### config.mk
export PLATFORM = sky130hd
export DESIGN_NAME = ppi_top
export DESIGN_NICKNAME = d
export VERILOG_FILES = /design/src/design/ppi_pkg.sv /design/src/design/ppi_cw_dec.sv /design/src/design/ppi_bsr.sv /design/src/design/ppi_top.sv
export VERILOG_INCLUDE_DIRS = /design/src /design/src/design
export SDC_FILE = /design/constraint.sdc
export NUM_CORES = 1
export LEC_CHECK = 0
export ABC_CLOCK_PERIOD_IN_PS = 2500
export BUFFER_PORTS_ARGS = -buffer_cell sky130_fd_sc_hd__buf_4
export CAP_MARGIN = 10
export CELL_PAD_IN_SITES_DETAIL_PLACEMENT = 2
export CELL_PAD_IN_SITES_GLOBAL_PLACEMENT = 2
export CORE_ASPECT_RATIO = 1.4
export CORE_MARGIN = 2
export CORE_UTILIZATION = 33
export CTS_CLUSTER_SIZE = 12
export DETAILED_ROUTE_END_ITERATION = 8
export PLACE_DENSITY = 0.76
export SLEW_MARGIN = 20
export SYNTH_ARGS = -nofsm -noshare
export SYNTH_HDL_FRONTEND = slang
export SYNTH_HIERARCHICAL = 1
export SYNTH_SLANG_ARGS = --single-unit
### constraint.sdc
create_clock -name i_ref_clk -period 2.5 [get_ports i_ref_clk]
set_input_delay 0 -clock i_ref_clk [delete_from_list [all_inputs] [get_ports i_ref_clk]]
set_output_delay 0 -clock i_ref_clk [all_outputs]
set_load 0.05 [all_outputs]
### src/design/ppi_defines.svh
// constants for the 24-line parallel i/o block
// assumes inclusion by bare name from every design file but the package
`ifndef PPI_DEFINES_SVH
`define PPI_DEFINES_SVH

`define PPI_DW 8
`define PPI_CW_RESET 8'h9b
`define PPI_CW_FLAG 7
`define PPI_CW_MA_HI 6
`define PPI_CW_MA_LO 5
`define PPI_CW_DIR_A 4
`define PPI_CW_DIR_CU 3
`define PPI_CW_MB 2
`define PPI_CW_DIR_B 1
`define PPI_CW_DIR_CL 0
`define PPI_BSR_IDX_HI 3
`define PPI_BSR_IDX_LO 1
`define PPI_BSR_VAL 0
`define PPI_PC_IRQ_A 3'h3
`define PPI_PC_IRQ_B 3'h0
`define PPI_PC_GATE_B 3'h2
`define PPI_PC_GATE_AI 3'h4
`define PPI_PC_GATE_AO 3'h6
`define PPI_GATE_AI 0
`define PPI_GATE_AO 1
`define PPI_GATE_B 2
`define PPI_NGATE 3
`define PPI_BYTE_ZERO 8'h00
`define PPI_BYTE_ONES 8'hff
`define PPI_GATE_ZERO 3'h0

`endif

### src/design/ppi_pkg.sv
// types shared by the parallel i/o block
// assumes nothing beyond the defines header
`default_nettype none
package ppi_pkg;
	typedef enum logic [1:0] {
		PPI_SEL_A,
		PPI_SEL_B,
		PPI_SEL_C,
		PPI_SEL_CTRL
	} ppi_sel_t;

	typedef enum logic [1:0] {
		PPI_MODE0,
		PPI_MODE1,
		PPI_MODE2,
		PPI_MODE2_ALT
	} ppi_mode_t;
endpackage
`default_nettype wire

### src/design/ppi_cw_dec.sv
// control word field decoder, purely combinational
// assumes the stored word is always a mode definition word
`default_nettype none
`include "ppi_defines.svh"
module ppi_cw_dec import ppi_pkg::*; (
	input wire logic [7:0] i_cw,
	output ppi_mode_t o_mode_a,
	output logic o_mode_b_on,
	output logic o_dir_a_in,
	output logic o_dir_cu_in,
	output logic o_dir_b_in,
	output logic o_dir_cl_in,
	output logic [7:0] o_read_back
);
	always_comb begin
		o_mode_a = ppi_mode_t'(i_cw[`PPI_CW_MA_HI:`PPI_CW_MA_LO]);
		o_mode_b_on = i_cw[`PPI_CW_MB];
		o_dir_a_in = i_cw[`PPI_CW_DIR_A];
		o_dir_cu_in = i_cw[`PPI_CW_DIR_CU];
		o_dir_b_in = i_cw[`PPI_CW_DIR_B];
		o_dir_cl_in = i_cw[`PPI_CW_DIR_CL];
		o_read_back = i_cw;
		o_read_back[`PPI_CW_FLAG] = 1'b1;
	end
endmodule
`default_nettype wire

### src/design/ppi_bsr.sv
// single-bit set/clear decoder for port c and the irq gate flags
// assumes the caller applies the result only on a control write
`default_nettype none
`include "ppi_defines.svh"
module ppi_bsr (
	input wire logic [7:0] i_data,
	input wire logic [7:0] i_pc_q,
	input wire logic [2:0] i_gate_q,
	input wire logic i_grp_a_strobed,
	input wire logic i_grp_b_strobed,
	output logic [7:0] o_pc,
	output logic [2:0] o_gate
);
	logic [2:0] idx;
	logic val;

	always_comb begin
		idx = i_data[`PPI_BSR_IDX_HI:`PPI_BSR_IDX_LO];
		val = i_data[`PPI_BSR_VAL];
		o_pc = i_pc_q;
		o_gate = i_gate_q;
		if (i_grp_a_strobed && idx == `PPI_PC_GATE_AI) begin
			o_gate[`PPI_GATE_AI] = val;
		end else if (i_grp_a_strobed && idx == `PPI_PC_GATE_AO) begin
			o_gate[`PPI_GATE_AO] = val;
		end else if (i_grp_b_strobed && idx == `PPI_PC_GATE_B) begin
			o_gate[`PPI_GATE_B] = val;
		end else begin
			o_pc[idx] = val;
		end
	end
endmodule
`default_nettype wire

### src/design/ppi_top.sv
// 24-line programmable parallel i/o block behind an 8-bit strobed bus
// assumes bus strobes and port pins are synchronous to i_ref_clk
//
// Behaviour
// - host talks through one 8-bit two-way three-state data bus
// - group a owns port a and c7-c4; group b owns b and c3-c0
// - control word can be written and read back
// - reading the control word always shows bit 7 as one
// - port a has separate 8-bit output and input latches
// - port b has one 8-bit latch for either direction
// - port c outputs latched, inputs read live from the pins
// - port c splits into two 4-bit halves with own latches
// - reset makes all 24 lines inputs until a new mode is written
// - port a and b modes independent; c halves follow their group
// - a mode write clears every output latch and status flop
// - one control write sets or clears a single port c bit, or a gate flag for c4/c6 (group a strobed) or c2 (group b strobed)
// - bit set/clear also works on control and status c bits
// - in strobed modes each irq output is gated by its flag
// - gate flags clear on reset and on every mode write
// - mode 0 reads and writes ports with no handshake
// - mode 0 outputs hold last write; a and c inputs read unlatched, b through its latch
// - mode 0 gives two 8-bit and two 4-bit ports, 16 combos
// - d4 port a, d3 upper c, d1 port b, d0 lower c; one is input
`default_nettype none
`include "ppi_defines.svh"
module ppi_top import ppi_pkg::*; #(
	parameter int DW = `PPI_DW
) (
	input wire logic i_ref_clk,
	input wire logic i_arst_n,
	input wire logic i_clk_en,
	input wire logic i_reset,
	input wire logic i_cs_n,
	input wire logic i_rd_n,
	input wire logic i_wr_n,
	input wire logic [1:0] i_addr,
	input wire logic [DW-1:0] i_data,
	output logic [DW-1:0] o_data,
	output logic o_data_oe_n,
	input wire logic [DW-1:0] i_pa,
	output logic [DW-1:0] o_pa,
	output logic o_pa_oe_n,
	input wire logic [DW-1:0] i_pb,
	output logic [DW-1:0] o_pb,
	output logic o_pb_oe_n,
	input wire logic [DW-1:0] i_pc,
	output logic [DW-1:0] o_pc,
	output logic [DW-1:0] o_pc_oe_n,
	input wire logic i_irq_req_a,
	input wire logic i_irq_req_b
);
	if (DW != `PPI_DW) begin : g_bad_width
		$error("ppi_top: data width must be 8");
	end

	// bus state
	logic wr_seen_ff, nxt_wr_seen;
	logic rd_on_ff, nxt_rd_on;
	logic [7:0] rdata_ff, nxt_rdata;
	ppi_sel_t rd_sel_ff, nxt_rd_sel;
	// configuration and latch state
	logic [7:0] cw_ff, nxt_cw;
	logic [7:0] pa_out_ff, nxt_pa_out;
	logic [7:0] pa_in_ff, nxt_pa_in;
	logic [7:0] pb_ff, nxt_pb;
	logic [7:0] pc_out_ff, nxt_pc_out;
	logic [2:0] gate_ff, nxt_gate;
	logic [7:0] pc_pin_ff, nxt_pc_pin;

	ppi_sel_t sel;
	ppi_mode_t mode_a;
	logic mode_b_on, dir_a_in, dir_cu_in, dir_b_in, dir_cl_in;
	logic [7:0] cw_rd;
	logic grp_a_strobed, grp_a_mode0;
	logic wr_stb, rd_act;
	logic [7:0] bsr_pc;
	logic [2:0] bsr_gate;
	logic [7:0] pc_drive;
	logic gate_a;

	assign sel = ppi_sel_t'(i_addr);
	assign grp_a_mode0 = (mode_a == PPI_MODE0);
	assign grp_a_strobed = !grp_a_mode0;
	assign rd_act = !i_cs_n && !i_rd_n;
	// a write acts once, at the first cycle the strobe is seen low
	assign wr_stb = i_clk_en && !i_cs_n && !i_wr_n && !wr_seen_ff;

	ppi_cw_dec u_cw_dec (
		.i_cw(cw_ff),
		.o_mode_a(mode_a),
		.o_mode_b_on(mode_b_on),
		.o_dir_a_in(dir_a_in),
		.o_dir_cu_in(dir_cu_in),
		.o_dir_b_in(dir_b_in),
		.o_dir_cl_in(dir_cl_in),
		.o_read_back(cw_rd)
	);

	ppi_bsr u_bsr (
		.i_data(i_data),
		.i_pc_q(pc_out_ff),
		.i_gate_q(gate_ff),
		.i_grp_a_strobed(grp_a_strobed),
		.i_grp_b_strobed(mode_b_on),
		.o_pc(bsr_pc),
		.o_gate(bsr_gate)
	);

	for (genvar i = 0; i < DW; i++) begin : g_pc_drive
		if (i >= DW / 2) begin : g_upper
			assign pc_drive[i] = (grp_a_mode0 && !dir_cu_in) ||
				(grp_a_strobed && i == int'(`PPI_PC_IRQ_A));
		end else begin : g_lower
			assign pc_drive[i] = (!mode_b_on && !dir_cl_in) ||
				(mode_b_on && i == int'(`PPI_PC_IRQ_B)) ||
				(grp_a_strobed && i == int'(`PPI_PC_IRQ_A));
		end
	end

	always_comb begin
		if (mode_a == PPI_MODE0) begin
			gate_a = 1'b0;
		end else if (mode_a == PPI_MODE1) begin
			gate_a = dir_a_in ? gate_ff[`PPI_GATE_AI] :
				gate_ff[`PPI_GATE_AO];
		end else begin
			gate_a = gate_ff[`PPI_GATE_AI] || gate_ff[`PPI_GATE_AO];
		end
	end

	// bus side: read data is captured while the read strobe is low
	always_comb begin
		nxt_wr_seen = !i_cs_n && !i_wr_n;
		nxt_rd_on = rd_act;
		nxt_rd_sel = rd_act ? sel : rd_sel_ff;
		nxt_rdata = rdata_ff;
		if (rd_act) begin
			unique case (sel)
				PPI_SEL_A: begin
					if (grp_a_mode0) begin
						nxt_rdata = dir_a_in ? i_pa : pa_out_ff;
					end else begin
						nxt_rdata = pa_in_ff;
					end
				end
				PPI_SEL_B: nxt_rdata = pb_ff;
				PPI_SEL_C: nxt_rdata = (pc_out_ff & pc_drive) |
					(i_pc & ~pc_drive);
				PPI_SEL_CTRL: nxt_rdata = cw_rd;
			endcase
		end
	end

	always_ff @(posedge i_ref_clk or negedge i_arst_n) begin
		if (!i_arst_n) begin
			wr_seen_ff <= 1'b0;
			rd_on_ff <= 1'b0;
			rd_sel_ff <= PPI_SEL_A;
			rdata_ff <= `PPI_BYTE_ZERO;
		end else if (i_clk_en) begin
			wr_seen_ff <= nxt_wr_seen;
			rd_on_ff <= nxt_rd_on;
			rd_sel_ff <= nxt_rd_sel;
			rdata_ff <= nxt_rdata;
		end
	end

	assign o_data = rdata_ff;
	assign o_data_oe_n = !rd_on_ff;

	// configuration, latches and pins
	always_comb begin
		nxt_cw = cw_ff;
		nxt_pa_out = pa_out_ff;
		nxt_pa_in = i_pa;
		nxt_pb = pb_ff;
		nxt_pc_out = pc_out_ff;
		nxt_gate = gate_ff;
		if (i_reset) begin
			nxt_cw = `PPI_CW_RESET;
			nxt_pa_out = `PPI_BYTE_ZERO;
			nxt_pb = `PPI_BYTE_ZERO;
			nxt_pc_out = `PPI_BYTE_ZERO;
			nxt_gate = `PPI_GATE_ZERO;
		end else begin
			if (dir_b_in) begin
				nxt_pb = i_pb;
			end
			if (wr_stb) begin
				unique case (sel)
					PPI_SEL_A: nxt_pa_out = i_data;
					PPI_SEL_B: begin
						if (!dir_b_in) begin
							nxt_pb = i_data;
						end
					end
					PPI_SEL_C: begin
						// only mode 0 output halves take a port write
						if (grp_a_mode0 && !dir_cu_in) begin
							nxt_pc_out[7:4] = i_data[7:4];
						end
						if (!mode_b_on && !dir_cl_in) begin
							nxt_pc_out[3:0] = i_data[3:0];
						end
					end
					PPI_SEL_CTRL: begin
						if (i_data[`PPI_CW_FLAG]) begin
							nxt_cw = i_data;
							nxt_pa_out = `PPI_BYTE_ZERO;
							nxt_pb = `PPI_BYTE_ZERO;
							nxt_pc_out = `PPI_BYTE_ZERO;
							nxt_gate = `PPI_GATE_ZERO;
						end else begin
							nxt_pc_out = bsr_pc;
							nxt_gate = bsr_gate;
						end
					end
				endcase
			end
		end
		nxt_pc_pin = nxt_pc_out;
		if (grp_a_strobed) begin
			nxt_pc_pin[`PPI_PC_IRQ_A] = i_irq_req_a && gate_a;
		end
		if (mode_b_on) begin
			nxt_pc_pin[`PPI_PC_IRQ_B] = i_irq_req_b &&
				gate_ff[`PPI_GATE_B];
		end
	end

	always_ff @(posedge i_ref_clk or negedge i_arst_n) begin
		if (!i_arst_n) begin
			cw_ff <= `PPI_CW_RESET;
			pa_out_ff <= `PPI_BYTE_ZERO;
			pa_in_ff <= `PPI_BYTE_ZERO;
			pb_ff <= `PPI_BYTE_ZERO;
			pc_out_ff <= `PPI_BYTE_ZERO;
			gate_ff <= `PPI_GATE_ZERO;
			pc_pin_ff <= `PPI_BYTE_ZERO;
		end else if (i_clk_en) begin
			cw_ff <= nxt_cw;
			pa_out_ff <= nxt_pa_out;
			pa_in_ff <= nxt_pa_in;
			pb_ff <= nxt_pb;
			pc_out_ff <= nxt_pc_out;
			gate_ff <= nxt_gate;
			pc_pin_ff <= nxt_pc_pin;
		end
	end

	assign o_pa = pa_out_ff;
	// mode 2 port a drive is left to the strobed logic, not built here
	assign o_pa_oe_n = !(mode_a != PPI_MODE2 && mode_a != PPI_MODE2_ALT &&
		!dir_a_in);
	assign o_pb = pb_ff;
	assign o_pb_oe_n = dir_b_in;
	assign o_pc = pc_pin_ff;
	assign o_pc_oe_n = ~pc_drive;

	property p_cw_flag;
		@(posedge i_ref_clk) disable iff (!i_arst_n)
		!o_data_oe_n && rd_sel_ff == PPI_SEL_CTRL |-> o_data[7];
	endproperty
	a_cw_flag: assert property (p_cw_flag)
		else $error("control read shows bit 7 low");

	property p_reset_inputs;
		@(posedge i_ref_clk) disable iff (!i_arst_n)
		i_reset && i_clk_en |=> o_pa_oe_n && o_pb_oe_n &&
			o_pc_oe_n == `PPI_BYTE_ONES;
	endproperty
	a_reset_inputs: assert property (p_reset_inputs)
		else $error("a port drives after reset");

	property p_mode_clear;
		@(posedge i_ref_clk) disable iff (!i_arst_n)
		wr_stb && !i_reset && sel == PPI_SEL_CTRL && i_data[7]
			|=> o_pa == `PPI_BYTE_ZERO && pc_out_ff == `PPI_BYTE_ZERO;
	endproperty
	a_mode_clear: assert property (p_mode_clear)
		else $error("output latch survives a mode write");

	property p_gate_clear;
		@(posedge i_ref_clk) disable iff (!i_arst_n)
		(i_clk_en && i_reset) || (wr_stb && sel == PPI_SEL_CTRL &&
			i_data[7]) |=> gate_ff == `PPI_GATE_ZERO;
	endproperty
	a_gate_clear: assert property (p_gate_clear)
		else $error("gate flag survives reset or mode write");

	property p_bsr_bit;
		@(posedge i_ref_clk) disable iff (!i_arst_n)
		wr_stb && !i_reset && sel == PPI_SEL_CTRL && !i_data[7] &&
			grp_a_mode0 && !mode_b_on
			|=> pc_out_ff[$past(i_data[3:1])] == $past(i_data[0]) &&
			gate_ff == $past(gate_ff);
	endproperty
	a_bsr_bit: assert property (p_bsr_bit)
		else $error("bit command missed its port c bit");

	property p_cw_store;
		@(posedge i_ref_clk) disable iff (!i_arst_n)
		wr_stb && !i_reset && sel == PPI_SEL_CTRL && i_data[7]
			|=> cw_ff == $past(i_data);
	endproperty
	a_cw_store: assert property (p_cw_store)
		else $error("mode word not stored");

	property p_dir_a;
		@(posedge i_ref_clk) disable iff (!i_arst_n)
		grp_a_mode0 |-> o_pa_oe_n == cw_ff[`PPI_CW_DIR_A];
	endproperty
	a_dir_a: assert property (p_dir_a)
		else $error("port a direction disagrees with d4");

	property p_pc_live;
		@(posedge i_ref_clk) disable iff (!i_arst_n)
		i_clk_en && rd_act && sel == PPI_SEL_C && pc_drive ==
			`PPI_BYTE_ZERO |=> o_data == $past(i_pc);
	endproperty
	a_pc_live: assert property (p_pc_live)
		else $error("port c read not taken from pins");

	property p_irq_gate;
		@(posedge i_ref_clk) disable iff (!i_arst_n)
		i_clk_en && mode_b_on && !gate_ff[`PPI_GATE_B] |=>
			!o_pc[`PPI_PC_IRQ_B];
	endproperty
	a_irq_gate: assert property (p_irq_gate)
		else $error("irq passes a cleared gate");

	property p_pa_hold;
		@(posedge i_ref_clk) disable iff (!i_arst_n)
		wr_stb && !i_reset && sel == PPI_SEL_A ##1
			(!wr_stb && !i_reset)[*2] |-> o_pa == $past(i_data, 2);
	endproperty
	a_pa_hold: assert property (p_pa_hold)
		else $error("port a output latch lost its value");
endmodule
`default_nettype wire

# Word-level counts from Yosys, hierarchy flattened
# Cells that the tools add are included.
[op_classes] n_reduce_logical=44 n_eq_ne=12 n_bitwise=4 mux=43 magnitude_cmp=2
[op_table] cell="8-bit two-way mux" count=16
[op_table] cell="8-bit case mux with 2 select lines" count=3
[op_table] cell="8-bit case mux with 4 select lines" count=1
[op_table] cell="7-bit two-way mux" count=4
[op_table] cell="8-bit bitwise AND" count=2
[op_table] cell="1-bit logical AND" count=15
[op_table] cell="3-bit two-way mux" count=4
[op_table] cell="4-bit AND reduction" count=3
[op_table] cell="3-bit nonzero test" count=4
[op_table] cell="1-bit logical NOT" count=11
[op_table] cell="1-bit two-way mux" count=10
[op_table] cell="3-bit inequality test, second input constant" count=3
[op_table] cell="8-bit bitwise mux" count=1
[op_table] cell="4-bit two-way mux" count=2
[op_table] cell="8-bit NOT" count=1
[op_table] cell="8-bit OR" count=1
[op_table] cell="3-bit == test, second input constant" count=2
[op_table] cell="6-bit AND reduction" count=1
[op_table] cell="2-bit nonzero test" count=3
[op_table] cell="5-bit AND reduction" count=1
[op_table] cell="2-bit by 1-bit == test with 1-bit output, second input constant" count=2
[op_table] cell="2-bit == test, second input constant" count=2
[op_table] cell="2-bit logical NOT" count=2
[op_table] cell="3-bit by 4-bit < comparator with 1-bit output, second input constant" count=1
[op_table] cell="7 further kinds" count=10
[word_totals] wordCells=117 ff_bits=60 out_inout_bits=43 in_bits=43

# Longest topological paths before layout
[logic_depth] ltp_word=13 depth_mapped=8 depth_no_buf=6

# Modules after synthesis
# Netlist, hierarchy kept.
[modules_own_cells] module="ppi_top" area_per_inst_um2=3106.7 n_inst=1 cells_per_inst=318 seq_area_each_um2=1356.3
[modules_own_cells] module="ppi_bsr" area_per_inst_um2=296.5 n_inst=1 cells_per_inst=26 seq_area_each_um2=0.0
[modules_own_cells] module="ppi_cw_dec" area_per_inst_um2=116.4 n_inst=1 cells_per_inst=16 seq_area_each_um2=0.0

# Worst setup path after synthesis
# No wires, ideal clock.
[synth_path] path_type="register to register" from="reg cw_ff[6]" to="reg rdata_ff[3], in the netlist o_data[3]" stages_incl_launch_ff=8 path_slack_ps=174 n_path_buf=2 period_less_slack_ps=2326 setup_time_ps=121 arrival_time_ps=2205 required_ps=2379 path_cell_list="dfrtp_1 buf_4 or2_2 clkbuf_1 nor2_1 mux2i_1 o21ai_0 a22o_1"
[synth_between] elab_chain_cells=7 word_cells_on_any_way=9 cone_classes="mux: 2; bitwise: 4; reduce/logical: 3"
[synth_rtl] item="start, declared" line="ppi_top.sv:62" source="logic [7:0] cw_ff, nxt_cw;"
[synth_rtl] item="start signal, assigned" line="ppi_top.sv:233" source="cw_ff <= `PPI_CW_RESET;"
[synth_rtl] item="start signal, assigned" line="ppi_top.sv:241" source="cw_ff <= nxt_cw;"
[synth_rtl] item="2-bit logical NOT" line="ppi_top.sv:82" source="assign grp_a_mode0 = (mode_a == PPI_MODE0);"
[synth_rtl] item="1-bit logical NOT" line="ppi_top.sv:83" source="assign grp_a_strobed = !grp_a_mode0;"
[synth_rtl] item="net grp_a_strobed" line="ppi_top.sv:74" source="logic grp_a_strobed, grp_a_mode0;"
[synth_rtl] item="1-bit logical OR" line="ppi_top.sv:114" source="assign pc_drive[i] = (!mode_b_on && !dir_cl_in) ||"
[synth_rtl] item="8-bit NOT"
[synth_rtl] item="net o_pc_oe_n[3]" line="ppi_top.sv:48" source="output logic [DW-1:0] o_pc_oe_n,"
[synth_rtl] item="8-bit bitwise AND" line="ppi_top.sv:148" source="(i_pc & ~pc_drive);"
[synth_rtl] item="8-bit OR" line="ppi_top.sv:147" source="PPI_SEL_C: nxt_rdata = (pc_out_ff & pc_drive) |"
[synth_rtl] item="8-bit case mux with 4 select lines" line="ppi_top.sv:138" source="unique case (sel)"
[synth_rtl] item="end signal, assigned" line="ppi_top.sv:159" source="rdata_ff <= `PPI_BYTE_ZERO;"
[synth_rtl] item="end signal, assigned" line="ppi_top.sv:164" source="rdata_ff <= nxt_rdata;"
[synth_rtl] item="end, declared" line="ppi_top.sv:59" source="logic [7:0] rdata_ff, nxt_rdata;"
# The timed path passes the listed nets, and every way through them passes these cells.
# A chain may end at the register's enable or synchronous reset.

# Worst setup path after layout
[layout_path] from="reg wr_seen_ff" to="reg pc_out_ff[6]"
[layout_between] elab_chain_cells=4
[layout_rtl] item="start, declared" line="ppi_top.sv:57" source="logic wr_seen_ff, nxt_wr_seen;"
[layout_rtl] item="start signal, assigned" line="ppi_top.sv:161" source="wr_seen_ff <= nxt_wr_seen;"
[layout_rtl] item="1-bit logical NOT" line="ppi_top.sv:86" source="assign wr_stb = i_clk_en && !i_cs_n && !i_wr_n && !wr_seen_ff;"
[layout_rtl] item="1-bit logical AND" line="ppi_top.sv:86"
[layout_rtl] item="8-bit two-way mux" line="ppi_top.sv:189" source="if (wr_stb) begin"
[layout_rtl] item="8-bit two-way mux" line="ppi_top.sv:179" source="if (i_reset) begin"
[layout_rtl] item="end signal, assigned" line="ppi_top.sv:237" source="pc_out_ff <= `PPI_BYTE_ZERO;"
[layout_rtl] item="end signal, assigned" line="ppi_top.sv:245" source="pc_out_ff <= nxt_pc_out;"
[layout_rtl] item="end, declared" line="ppi_top.sv:66" source="logic [7:0] pc_out_ff, nxt_pc_out;"
# No other way between the ends.

==> results.json <==
{
  "outcome": "completed",
  "met3_usage": 0.0263,
  "n_antenna_cell": 0,
  "fmax_mhz": 475,
  "multiInputGateArea_mm2": 0.00182,
  "overflow": 0,
  "syn_area_mm2": 0.00352,
  "grt_pass1_vias": 3404,
  "peakVddDrop_mv": 0.241,
  "die_area_mm2": 0.0115,
  "area_growth_pct": 23.2,
  "cts.htree.levels": 2,
  "synth_fp_nets": 402,
  "grt_busiest_layer": "met2",
  "synth_cells": 359,
  "drtIter0Drc": 184,
  "grt_max_degree": 55,
  "drtPass1Iterations": 4,
  "grt_pass1_wl_um": 19400,
  "min_period_over_period": 0.841,
  "drt-total-wl_um": 12000,
  "met2_usage": 0.408,
  "rows": 44,
  "num_vias": 3040,
  "start_util": 0.340,
  "gp_congestion": 0.859,
  "clock_sinks": 54,
  "leakagePower_nw": 1.99,
  "seq_area_mm2": 0.00136,
  "route.detailed.drc": 0,
  "grt_use_total": 0.215,
  "hold_viol": 0,
  "maxCapViolCount": 0,
  "reg2regPathDepth": 4,
  "use_met1": 0.253,
  "crit_required_ps": 2710,
  "clockBufferDepth": 2,
  "period_needed_ps": 2100,
  "nNetsFinal": 461,
  "regToRegSetupSlack_ps": 400,
  "drive_above_1_share": 0.322,
  "setup_viol": 0,
  "io_pins": 86,
  "critPathKind": "flop to flop",
  "final_area_mm2": 0.00433,
  "powerDensity_mw_per_mm2": 560,
  "drv_slew": 0,
  "cp_data_arrival_time_ps": 2310,
  "wire_per_inst_um": 21.5,
  "design.core.area_mm2": 0.0103,
  "ant_nets": 0,
  "numCtsBuffers": 5,
  "clock_latency_ps": 300,
  "antenna_found_initial": 0,
  "hpwl_um": 8800,
  "cts_setup_buffers": 0,
  "max_slew_margin": 0.514,
  "cp-start-kind": "flop",
  "totalNegativeSetupSlack_ps": 0,
  "cp-end-kind": "flop",
  "syn_avg_cell_area_um2": 9.79,
  "cts_tree": "done",
  "hold_path.class": "input port to flop",
  "place_area_mm2": 0.00405,
  "clock_skew_ps": 6.64,
  "io_buffers": 85,
  "die_w_um": 91.2,
  "die_h_um": 126,
  "rsz0062_at_grt": "false",
  "clockRootBuffer": "clkbuf_16",
  "via_per_inst": 5.46,
  "tightest_slew_ps": 729,
  "clkTransAtPathRegs_ps": 70,
  "num-fill-cells": 1189,
  "hold_depth": 3,
  "cp_max_fo": 8,
  "yosysWarnings": 6
}
per-stage QoR:
stage                     utilization  worst slack (ps)  power (mW)  hold WS [ps]  cells
final                           0.419               397        2.43          8.76    557
after global routing            0.419               258        2.54          16.5    557
after CTS                       0.419               416        2.46          4.11    557
after detailed placement        0.391               435        1.67           114    537
after global placement          0.391               548        1.65           108    537
after floorplan                     -               174        1.42          -296    359
final timing paths:
kind | startpoint | to
worst max-delay path | wr_seen_ff | pc_out_ff[6]
worst min-delay path | i_irq_req_a | o_pc[3]
worst max register to register | wr_seen_ff | pc_out_ff[6]
worst min register to register | o_data[6] | o_data[6]
max in group asynchronous | i_arst_n | pc_out_ff[6]
min in group asynchronous | i_arst_n | o_pb[7]
critical path: stages (launching register included):
cell	delay, ps
dfrtp_1	420
or4b_1	700
nor3_1	480
a21oi_1	190
o22ai_1	220
cell type report:
type                       count  share of cell area
timing repair buffer          99               0.179
clock inverter                 1             0.00202
inverter                      13              0.0113
multi-input combinational    245               0.420
clock buffer                   7              0.0352
tap                          138              0.0399
sequential                    54               0.313
cell usage in the layout (no fill, tap or decap), types with 5 or more instances in the layout:
cell type      instances
dlygate4sd3_1         12
o221ai_1               7
nand3_1                6
dfrtp_1               50
a21oi_1               15
nor2_1                18
nand2b_1              11
mux2_2                24
o21ai_0               22
buf_4                 87
a22o_1                17
mux2i_1               22
inv_1                 12
clkbuf_16              5
nand2_1               21
o22ai_1               13
power by group:
part           leakage (nW)  switching (mW)  total [mW]  internal, mW
sequential            0.694          0.0685        1.02         0.950
combinational          1.22           0.400       0.647         0.247
clock                0.0801           0.333       0.762         0.429
flip-flops by register name (all words and copies together) (netlist names):
| signal | count |
|---|---|
| o_pc | 2 |
| rd_on_ff | 1 |
| pa_in_ff | 8 |
| o_pa | 8 |
| o_data | 8 |
| wr_seen_ff | 1 |
| o_pb | 8 |
| cw_ff | 7 |
| pc_out_ff | 8 |
| gate_ff | 3 |
timing repair:
item,CTS,global route
hold endpoints to repair,63,0
gates resized for setup,0,0
hold buffers,12,0
layer usage:
| layer | wire (um) | part of all wire |
|---|---|---|
| met3 | 345 | 0.029 |
| met1 | 4850 | 0.41 |
| met5 | 0 | 0 |
| met4 | 179 | 0.015 |
| met2 | 6610 | 0.55 |
No activity file was read; power rests on OpenSTA's default activity.
